===== config.mk =====
export PLATFORM = sky130hd
export DESIGN_NAME = memory_load_store_unit
export DESIGN_NICKNAME = d
export VERILOG_FILES = /design/src/design/mlsu_pkg.sv /design/src/design/memory_load_store_unit.sv
export VERILOG_INCLUDE_DIRS = /design/src /design/src/design
export SDC_FILE = /design/constraint.sdc
export NUM_CORES = 1
export LEC_CHECK = 0
export ABC_AREA = 1
export BUFFER_PORTS_ARGS = -buffer_cell sky130_fd_sc_hd__buf_2
export CORE_AREA = 2 2 286 288
export DETAILED_ROUTE_END_ITERATION = 8
export DIE_AREA = 0 0 288 290
export PLACE_DENSITY = 0.49
export SLEW_MARGIN = 20
export SYNTH_ARGS = -nofsm -noshare
export SYNTH_HDL_FRONTEND = slang
export SYNTH_SLANG_ARGS = --single-unit

===== constraint.sdc =====
create_clock -name sys_clk -period 9.7 [get_ports sys_clk]
set_input_delay 0.97 -clock sys_clk [delete_from_list [all_inputs] [get_ports sys_clk]]
set_output_delay 0.97 -clock sys_clk [all_outputs]
set_load 0.03 [all_outputs]

===== src/design/mlsu_params.svh =====
// timing-free constants for the memory load/store unit: opcodes, fields, widths
`ifndef MLSU_PARAMS_SVH
`define MLSU_PARAMS_SVH
`define OP_LM_ST_IMM 7'h2D
`define OP_LM_LD_AK  7'h2E
`define OP_LM_ST_AK  7'h2F
`define OP_CM_LD_AJK 7'h30
`define OP_CM_ST_AJK 7'h31
`define OP_CM_LD_AK  7'h32
`define OP_CM_ST_AK  7'h33
`define OP_CM_LD_AKC 7'h34
`define OP_CM_ST_AKC 7'h35
`define OP_CM_LD_C   7'h36
`define OP_CM_ST_C   7'h37
`define OP_VEC_LD    7'h38
`define OP_VEC_ST    7'h39
`define OPC_MSB      15
`define OPC_LSB      9
`define FI_MSB       8
`define FI_LSB       6
`define FJ_MSB       5
`define FJ_LSB       3
`define FK_MSB       2
`define FK_LSB       0
`define VLEN_W       7
`endif


===== src/design/mlsu_pkg.sv =====
// types shared by the memory load/store unit
package mlsu_pkg;
    typedef logic [15:0] parcel_t;   // one instruction parcel
    typedef logic [63:0] word_t;     // one memory or scalar word
    typedef logic [31:0] addr_t;     // address register value
    typedef logic [2:0]  regsel_t;   // register designator
    typedef enum logic [4:0] {
        ST_IDLE = 5'b00001,
        ST_PARC = 5'b00010,
        ST_MEM  = 5'b00100,
        ST_WAIT = 5'b01000,
        ST_VEC  = 5'b10000
    } lsu_state_e;
endpackage

===== src/design/memory_load_store_unit.sv =====
// memory load/store unit: scalar transfers to local and common memory, vector transfers to common memory
//
// Behaviour
// - 055: store s_j to local memory at parcel
// - 056: load s_i from local memory at a_k
// - 057: store s_i to local memory at a_k
// - 060: load s_i from common a_j+a_k
// - 061: store s_i to common a_j+a_k
// - 062: load s_i from common a_k
// - 063: store s_i to common a_k
// - 064: load s_i from a_k plus constant
// - 065: store s_i at a_k plus constant
// - 066: load s_i from common constant address
// - 067: store s_i to common constant address
// - 070: stream common words into v_i, length register
// - 071: stream v_i into common, length register
// - vector first address is a_j plus base
// - vector stride from a_k, any sign
`timescale 1ns/1ps
`include "mlsu_params.svh"
module memory_load_store_unit (
    input  wire logic             sys_clk,           // processor clock, 50 MHz
    input  wire logic             srst,              // synchronous reset, active high
    input  wire logic             clk_en,            // freezes all state while low
    // instruction side
    input  wire logic             issue_valid,       // first parcel offered
    input  wire mlsu_pkg::parcel_t issue_parcel,     // first parcel of instruction
    output logic                  issue_ready,       // unit idle, takes parcel
    input  wire logic             parcel_valid,      // following parcel offered
    input  wire mlsu_pkg::parcel_t parcel_data,      // following parcel
    output logic                  parcel_ready,      // unit consumes following parcel
    output logic                  busy,              // instruction in progress
    output logic                  illegal_op,        // one-cycle pulse: opcode outside range
    // register files
    output mlsu_pkg::regsel_t     a_rd_j,            // address register j select
    input  wire mlsu_pkg::addr_t  a_j_val,           // contents of a_j
    output mlsu_pkg::regsel_t     a_rd_k,            // address register k select
    input  wire mlsu_pkg::addr_t  a_k_val,           // contents of a_k
    output mlsu_pkg::regsel_t     s_rd_sel,          // scalar read select
    input  wire mlsu_pkg::word_t  s_rd_val,          // scalar read data
    output logic                  s_wr_en,           // scalar write strobe
    output mlsu_pkg::regsel_t     s_wr_sel,          // scalar write select
    output mlsu_pkg::word_t       s_wr_data,         // scalar write data
    input  wire logic [`VLEN_W-1:0] stream_length_reg, // vector length register
    input  wire mlsu_pkg::addr_t  base_addr,         // processor base address
    output mlsu_pkg::regsel_t     v_sel,             // vector register select
    output logic [`VLEN_W-1:0]    v_elem,            // element index
    input  wire mlsu_pkg::word_t  v_rd_val,          // vector element read data
    output logic                  v_wr_en,           // vector element write strobe
    output mlsu_pkg::word_t       v_wr_data,         // vector element write data
    // local memory port
    output logic                  lm_req,            // local memory request
    output logic                  lm_we,             // write when high
    output logic [15:0]           lm_addr,           // local memory address
    output mlsu_pkg::word_t       lm_wdata,          // write data
    input  wire logic             lm_gnt,            // request accepted
    input  wire logic             lm_rvalid,         // read data valid
    input  wire mlsu_pkg::word_t  lm_rdata,          // read data
    // common memory port
    output logic                  cm_req,            // common memory request
    output logic                  cm_we,             // write when high
    output mlsu_pkg::addr_t       cm_addr,           // absolute address
    output mlsu_pkg::word_t       cm_wdata,          // write data
    input  wire logic             cm_gnt,            // request accepted
    input  wire logic             cm_rvalid,         // read data valid, in request order
    input  wire mlsu_pkg::word_t  cm_rdata           // read data
);
    import mlsu_pkg::*;

    // ========================================================
    // overview
    // ========================================================
    // one instruction is held at a time: the first parcel is captured at the
    // issue handshake, trailing parcels are gathered into konst, and only then
    // are the register selects and the address settled from the held copy
    // scalar accesses make a single request and, for loads, wait for the word
    // vector accesses spend one cycle latching the first address and stride,
    // then request one element per grant until the latched length is reached
    // limitation: no second instruction overlaps the one in flight, so a long
    // stream holds off every following memory instruction

    // ========================================================
    // instruction register and decode
    // ========================================================
    lsu_state_e          state;        // control state
    lsu_state_e          next_state;   // next control state
    parcel_t             instr;        // held first parcel
    logic [31:0]         konst;        // constant gathered from parcels
    logic [1:0]          pcnt;         // parcels still to gather
    addr_t               addr;         // working address
    addr_t               stride;       // vector stride, held for the stream
    logic [`VLEN_W-1:0]  issued;       // vector requests granted
    logic [`VLEN_W-1:0]  done;         // vector elements completed
    logic [`VLEN_W-1:0]  vlen;         // stream length latched at start
    logic                vec_run;      // first stream address latched, elements may go

    wire [6:0]  opc     = instr[`OPC_MSB:`OPC_LSB];
    wire [6:0]  new_opc = issue_parcel[`OPC_MSB:`OPC_LSB];
    wire regsel_t fi    = instr[`FI_MSB:`FI_LSB];
    wire regsel_t fj    = instr[`FJ_MSB:`FJ_LSB];

    // which opcodes need trailing parcels and how many
    // anything outside the range is taken, dropped and reported by illegal_op
    wire new_legal  = (new_opc >= `OP_LM_ST_IMM) && (new_opc <= `OP_VEC_ST);
    wire new_one_p  = (new_opc == `OP_LM_ST_IMM);
    wire new_two_p  = (new_opc >= `OP_CM_LD_AKC) && (new_opc <= `OP_CM_ST_C);
    wire new_vec    = (new_opc == `OP_VEC_LD) || (new_opc == `OP_VEC_ST);

    // class of the held instruction
    // is_lm also holds for the cleared instruction after reset; harmless,
    // because no request is made while idle
    wire is_lm      = (opc <= `OP_LM_ST_AK);
    wire is_vec     = (opc == `OP_VEC_LD) || (opc == `OP_VEC_ST);
    wire is_store   = (opc == `OP_LM_ST_IMM) || (opc == `OP_LM_ST_AK) || (opc == `OP_VEC_ST) ||
                      (opc == `OP_CM_ST_AJK) || (opc == `OP_CM_ST_AK) ||
                      (opc == `OP_CM_ST_AKC) || (opc == `OP_CM_ST_C);

    // ========================================================
    // address formation
    // ========================================================
    // register reads follow the held instruction; the k field of the new parcel
    // is not needed because every address is formed after the instruction is held
    assign a_rd_j   = fj;
    assign a_rd_k   = instr[`FK_MSB:`FK_LSB];
    // 055 takes its data from j, the other stores from i
    assign s_rd_sel = (opc == `OP_LM_ST_IMM) ? fj : fi;

    // relative location per scalar form, before relocation
    // sums wrap at 32 bits, so a negative register steps below the other one
    // 055 uses only the low parcel of konst; the high half may be left over
    // from an earlier instruction and is cut off by the 16-bit local address
    addr_t rel_addr;
    always_comb begin
        case (opc)
            `OP_CM_LD_AJK, `OP_CM_ST_AJK: rel_addr = a_j_val + a_k_val;
            `OP_CM_LD_AKC, `OP_CM_ST_AKC: rel_addr = a_k_val + konst;
            `OP_CM_LD_C,   `OP_CM_ST_C:   rel_addr = konst;
            `OP_LM_ST_IMM:                rel_addr = konst;
            default:                      rel_addr = a_k_val;
        endcase
    end
    // common memory locations are relative to the base; local memory is private
    // the scalar address is formed in the access cycle itself: only there are
    // the held fields and all parcels complete, so a copy taken on entry would
    // still see the previous instruction
    wire addr_t start_addr = is_lm ? rel_addr : (rel_addr + base_addr);
    wire addr_t vec_first  = a_j_val + base_addr;

    // ========================================================
    // handshakes and port drive
    // ========================================================
    // the stream requests nothing in its first cycle, while the first address
    // and the stride are being latched; a request there would carry a stale address
    wire in_mem   = (state == ST_MEM);
    wire in_vec   = (state == ST_VEC);
    wire vec_more = in_vec && vec_run && (issued != vlen);
    wire lm_fire  = in_mem && is_lm && lm_gnt;
    wire cm_fire  = (in_mem && !is_lm && cm_gnt) || (vec_more && cm_gnt);
    wire rd_back  = is_lm ? lm_rvalid : cm_rvalid;
    wire vec_done = in_vec && (done == vlen) && (issued == vlen);

    // handshake outputs are decoded straight from the state
    assign issue_ready  = (state == ST_IDLE);
    assign parcel_ready = (state == ST_PARC);
    assign busy         = (state != ST_IDLE);
    assign lm_req       = in_mem && is_lm;
    assign lm_we        = is_store;
    // scalar requests show the live address, the stream its stepped register
    assign lm_addr      = start_addr[15:0];
    assign lm_wdata     = s_rd_val;
    assign cm_req       = (in_mem && !is_lm) || vec_more;
    assign cm_we        = is_store;
    assign cm_addr      = in_mem ? start_addr : addr;
    // vector store data follows the grant index, scalar stores read s
    assign cm_wdata     = is_vec ? v_rd_val : s_rd_val;
    assign v_sel        = fi;
    // stores read the element being issued, loads show done, already one past the returned element when v_wr_en strobes
    assign v_elem       = (opc == `OP_VEC_ST) ? issued : done;

    // ========================================================
    // state machine
    // ========================================================
    // next state: idle, gather parcels, scalar access, wait data, stream
    // a store ends on its grant edge; a load waits in ST_WAIT for its word
    // an illegal opcode leaves the unit idle, only the pulse marks it
    always_comb begin
        next_state = state;
        case (state)
            ST_IDLE: begin
                if (issue_valid && new_legal) begin
                    if (new_one_p || new_two_p) next_state = ST_PARC;
                    else if (new_vec)           next_state = ST_VEC;
                    else                        next_state = ST_MEM;
                end
            end
            ST_PARC: begin
                if (parcel_valid && (pcnt == 2'h1)) next_state = ST_MEM;
            end
            ST_MEM: begin
                if (lm_fire || cm_fire) next_state = is_store ? ST_IDLE : ST_WAIT;
            end
            ST_WAIT: begin
                if (rd_back) next_state = ST_IDLE;
            end
            ST_VEC: begin
                if (vec_done) next_state = ST_IDLE;
            end
            default: next_state = ST_IDLE;
        endcase
    end

    // state register and instruction capture
    // instr loads only at the issue handshake, so decode of the held copy
    // stays steady for the whole instruction
    always_ff @(posedge sys_clk) begin
        if (srst) begin
            state <= ST_IDLE;
            instr <= 16'h0000;
            pcnt  <= 2'h0;
        end else if (clk_en) begin
            state <= next_state;
            if (issue_ready && issue_valid) begin
                instr <= issue_parcel;
                pcnt  <= new_two_p ? 2'h2 : 2'h1;
            end else if (parcel_ready && parcel_valid) begin
                pcnt  <= pcnt - 2'h1;
            end
        end
    end

    // constant: first following parcel is the high half of a two-parcel constant
    // a single-parcel 055 lands its parcel in the low half
    always_ff @(posedge sys_clk) begin
        if (srst) begin
            konst <= 32'h00000000;
        end else if (clk_en && parcel_ready && parcel_valid) begin
            konst <= (pcnt == 2'h2) ? {parcel_data, 16'h0000}
                                    : {konst[31:16], parcel_data};
        end
    end

    // stream address: latched in the first stream cycle, stepped by stride per grant
    // holding a_k at start means later register writes do not bend the stream
    // a_j and a_k are read from the held instruction, hence the one quiet cycle
    always_ff @(posedge sys_clk) begin
        if (srst) begin
            addr    <= 32'h00000000;
            stride  <= 32'h00000000;
            vlen    <= '0;
            issued  <= '0;
            done    <= '0;
            vec_run <= 1'b0;
        end else if (clk_en) begin
            if (state == ST_IDLE) begin
                // counters restart for every instruction
                issued  <= '0;
                done    <= '0;
                vec_run <= 1'b0;
            end
            if (state == ST_IDLE && issue_valid && new_vec) begin
                // sampled once; a later change does not stretch the stream
                vlen <= stream_length_reg;
            end
            if (in_vec && !vec_run) begin
                addr    <= vec_first;
                stride  <= a_k_val;
                vec_run <= 1'b1;
            end
            if (in_vec && cm_fire) begin
                issued <= issued + 1'b1;
                addr   <= addr + stride;
            end
            if (in_vec && (opc == `OP_VEC_ST ? cm_fire : cm_rvalid)) begin
                done <= done + 1'b1;
            end
        end
    end

    // ========================================================
    // register write-back
    // ========================================================
    // scalar loads return into s_i, vector loads into v_i element by element
    // the data registers follow the port every cycle; only the strobes mark
    // the cycle that counts, which saves an enable on 128 flip-flops
    always_ff @(posedge sys_clk) begin
        if (srst) begin
            s_wr_en    <= 1'b0;
            s_wr_sel   <= 3'h0;
            s_wr_data  <= 64'h0000000000000000;
            v_wr_en    <= 1'b0;
            v_wr_data  <= 64'h0000000000000000;
            illegal_op <= 1'b0;
        end else if (clk_en) begin
            s_wr_en    <= (state == ST_WAIT) && rd_back;
            s_wr_sel   <= fi;
            s_wr_data  <= is_lm ? lm_rdata : cm_rdata;
            v_wr_en    <= in_vec && (opc == `OP_VEC_LD) && cm_rvalid;
            v_wr_data  <= cm_rdata;
            illegal_op <= issue_ready && issue_valid && !new_legal;
        end
    end
endmodule


==> metrics.csv <==
stage,metric,value,unit
global_routing,first-pass GRT wire length,184800,um
place,placed wire-length estimate,109700,um
synth,most used flip-flop cell after synthesis,dfxtp_1,
routing,first-pass detailed-route iteration total,7,
worst_setup_path,CP Launch Type,flip-flop,
global_routing,met3 global-route usage,0.06973,
global_routing,global route total overflow,0,
worst_setup_path,"Req. time, crit path",8.73,ns
clock_network,H-tree levels,2,
routing,1st-iter DRT viols,2330,
worst_setup_path,slowest CP cell,buf_4,
outcome,outcome,finished clean,
place,GPL Wtd Cong,1.120,
die,core area,0.08016,mm^2
clock_network,clk root buf,clkbuf_16,
routing,via count,27200,
synth,Cells after Synth,3685,
worst_setup_path,crit path max fanout,47,
clock_network,clk buf depth,3,
worst_setup_path,critical path's top delay family,simple AND/OR/NAND/NOR gates,
sta,worst hold slack,0.4615,ns
clock_network,"Clk Latency, worst-skew pair",0.58,ns
synth,most area-consuming cells after synthesis,"dfxtp_1 25%, nand2_1 19%, ha_1 7.4%",
routing,DRC,0,
worst_setup_path,Critical Path Source,instr[14]$_SDFFE_PP0P_,
synth,register bit total from synthesis,275,
synth,Synth Warn #,0,
synth,"EDFF count, synth",0,
synth,post-synthesis sequential area ratio,0.2468,
worst_setup_path,reg2reg end,addr[8]$_SDFFE_PP0P_,
global_routing,GRT busiest layer,met2,
global_routing,largest net degree at the start of global routing,161,
synth,Mapped Area,0.02231,mm^2
global_routing,initial antenna violation count,27,
die,Die Width,288,um
global_routing,Tot GR Track Use,0.3057,
final_layout,post-route cell area,0.02751,mm^2
die,row cnt,104,
sta,clock skew,0.02439,ns
final_layout,Layout Nets,4791,
worst_setup_path,worst r2r src,state[3]$_SDFFE_PP0P_,
min_path,Hold WC Path Type,flip-flop to flip-flop,
place,Port Buffer Count,735,
synth,syn_nets,4221,
sta,Slew headroom,0.3237,
sta,Final Hold Vio Count,0,
place,DP Area,0.02630,mm^2
final_layout,layout cells sized above 1,0.2022,
clock_network,Post-CTS Hold Buffers,0,
power,pwr/cell area,162.2,mW/mm^2
synth,Post-synth ARST share,0,
clock_network,cts bufs inserted,35,
global_routing,met2 GRT Util,0.4758,
worst_setup_path,CP dominant cell by count,nand2_1,
global_routing,GR met1 Demand/Resource,0.4068,
synth,Yosys top cell by area,dfxtp_1,
sta,highest clock rate,145.8,MHz
routing,wire per inst,24.72,um
synth,most frequent cells after synthesis,"1101 x nand2_1, 432 x nor2_1, 344 x inv_1",
sta,actual slew at the worst max-slew pin,1.013,ns
worst_setup_path,worst setup path endpoint,cm_addr[15],
power,Pwr Total,4.461,mW
routing,WL final,132300,um
routing,post-route ant nets,0,
synth,cell with the most instances after synthesis,nand2_1,
clock_network,CTS Sinks,275,
worst_setup_path,R2R cell count,12,
sta,fin crit period,6.858,ns
clock_network,CTS tree,yes,
synth,Unique masters post-synth,55,
final_layout,Layout area overhead,23.31,%
synth,Mean Syn Cell Area,6.053,um^2
global_routing,vias in the first global route,25330,
clock_network,Post-CTS Resized,0,
worst_setup_path,Critical Path End Type,primary output,
sta,"Setup violations, final",0,
die,Initial Util,0.2783,
flow_run,max-cap violations,0,
sta,final setup TNS,0,ns
power,worst vdd ir,0.0001112,V
sta,"Slew Viols, Final",0,
worst_setup_path,Crit Path Category,flip-flop to primary output,
power,Leak Pwr,14.54,nW
worst_setup_path,arrival time worst endpoint,5.89,ns
worst_setup_path,"reg-to-reg slack, setup",6.40,ns
synth,top cell type's share of synthesized area,0.2468,
worst_setup_path,"slowest stage delay, CP",0.43,ns
sta,RSZ-0062 raised after global routing,no,
sta,period utilisation layout,0.7070,
worst_setup_path,"Buf+Inv Stages, Crit Path",3,
die,Die ar.,0.08352,mm^2
die,Die Ht,290,um
clock_network,postcts setup bufs,0,
clock_network,Worst-path clk slew,0.06,ns
worst_setup_path,CP Depth,26,
routing,vias per std cell,5.084,
die,num ports,736,
worst min-delay path by stage:
stage                                     startpoint                          to  cells past startpoint
after floorplan                instr[3]$_SDFFE_PP0P_       instr[3]$_SDFFE_PP0P_                      2
after global routing      s_wr_data[12]$_SDFFE_PP0P_  s_wr_data[12]$_SDFFE_PP0P_                      2
final                        illegal_op$_SDFFE_PP0P_     illegal_op$_SDFFE_PP0P_                      2
after CTS                    illegal_op$_SDFFE_PP0P_     illegal_op$_SDFFE_PP0P_                      2
after global placement       illegal_op$_SDFFE_PP0P_     illegal_op$_SDFFE_PP0P_                      2
after detailed placement     illegal_op$_SDFFE_PP0P_     illegal_op$_SDFFE_PP0P_                      2
placed cells by master (no fill, tap or decap), drive strengths merged, types with 31 or more instances in the layout:
cell type / synthesis / layout
nand2: 1112 / 1112
buf: 121 / 753
nor2: 436 / 436
inv: 357 / 357
o21ai: 299 / 299
dfxtp: 275 / 275
nand3: 260 / 260
a21oi: 228 / 228
ha: 132 / 132
o211ai: 71 / 71
clkbuf: 99 / 47
xor2: 35 / 35
nor3: 33 / 33
xnor2: 31 / 31
cell families after synthesis:
family,Yosys count,share of synthesized area
muxes,1,0.0004488
DFF,275,0.2468
and+or+nand+nor,1920,0.3557
buffers and inverters,578,0.1140
adders and majority gates,136,0.07763
AOI/OAI and AO/OA,709,0.1795
xor gates and xnor gates,66,0.02591
metal layers:
layer  routed length, um  up-vias
met2               57580     1166
met3               11390      200
met5                  99        -
met1               57300    12660
li1                    -    13160
met4                5900       16
layout make-up:
| cell class | count | area [um^2] |
|---|---|---|
| clock buffers | 47 | 980.9 |
| repair buffers | 753 | 3832 |
| clock inverters | 14 | 200.2 |
| multi-input cells | 2832 | 14280 |
| diodes | 11 | 27.53 |
| flip-flops and latches | 275 | 5505 |
| well taps | 1060 | 1326 |
| fillers | 9193 | 52650 |
| inverters | 358 | 1355 |
metrics by stage:
| step | setup WS [ns] | std cells | utilization |
|---|---|---|---|
| finish | 2.842 | 5350 | 0.3431 |
| CTS | 2.954 | 5339 | 0.3428 |
| detailed placement | 3.583 | 5278 | 0.3281 |
| global placement | 3.599 | 5278 | 0.3281 |
| floorplan | 4.219 | 3685 | - |
| global route | 2.244 | 5341 | 0.3429 |
flip-flops by register name, summed over array words and instances (netlist names), 3 cells and up:
| signal | flops |
|---|---|
| vlen | 7 |
| done | 7 |
| addr | 32 |
| s_wr_data | 64 |
| instr | 16 |
| konst | 32 |
| state | 5 |
| stride | 32 |
| issued | 7 |
| v_wr_data | 64 |
| s_wr_sel | 3 |
where the power goes:
group          total, mW  leakage [nW]  internal (mW)  switching [mW]
clock network       1.41         0.567          0.799           0.607
registers           1.30          2.25           1.23          0.0744
logic               1.75          11.7          0.481            1.27
worst reg2reg max path, cell delays in order, from the launching register on:
cell and delay [ns]:
dfxtp_1 0.33, inv_1 0.11, nand2_2 0.10, nor2_1 0.11
nand2_1 0.17, nor3_4 0.16, buf_4 0.46, inv_2 0.49
nand2_2 0.18, buf_4 0.52, inv_2 0.30, a21oi_1 0.18
a21oi_1 0.08
Power figures use the tool's default switching activity.
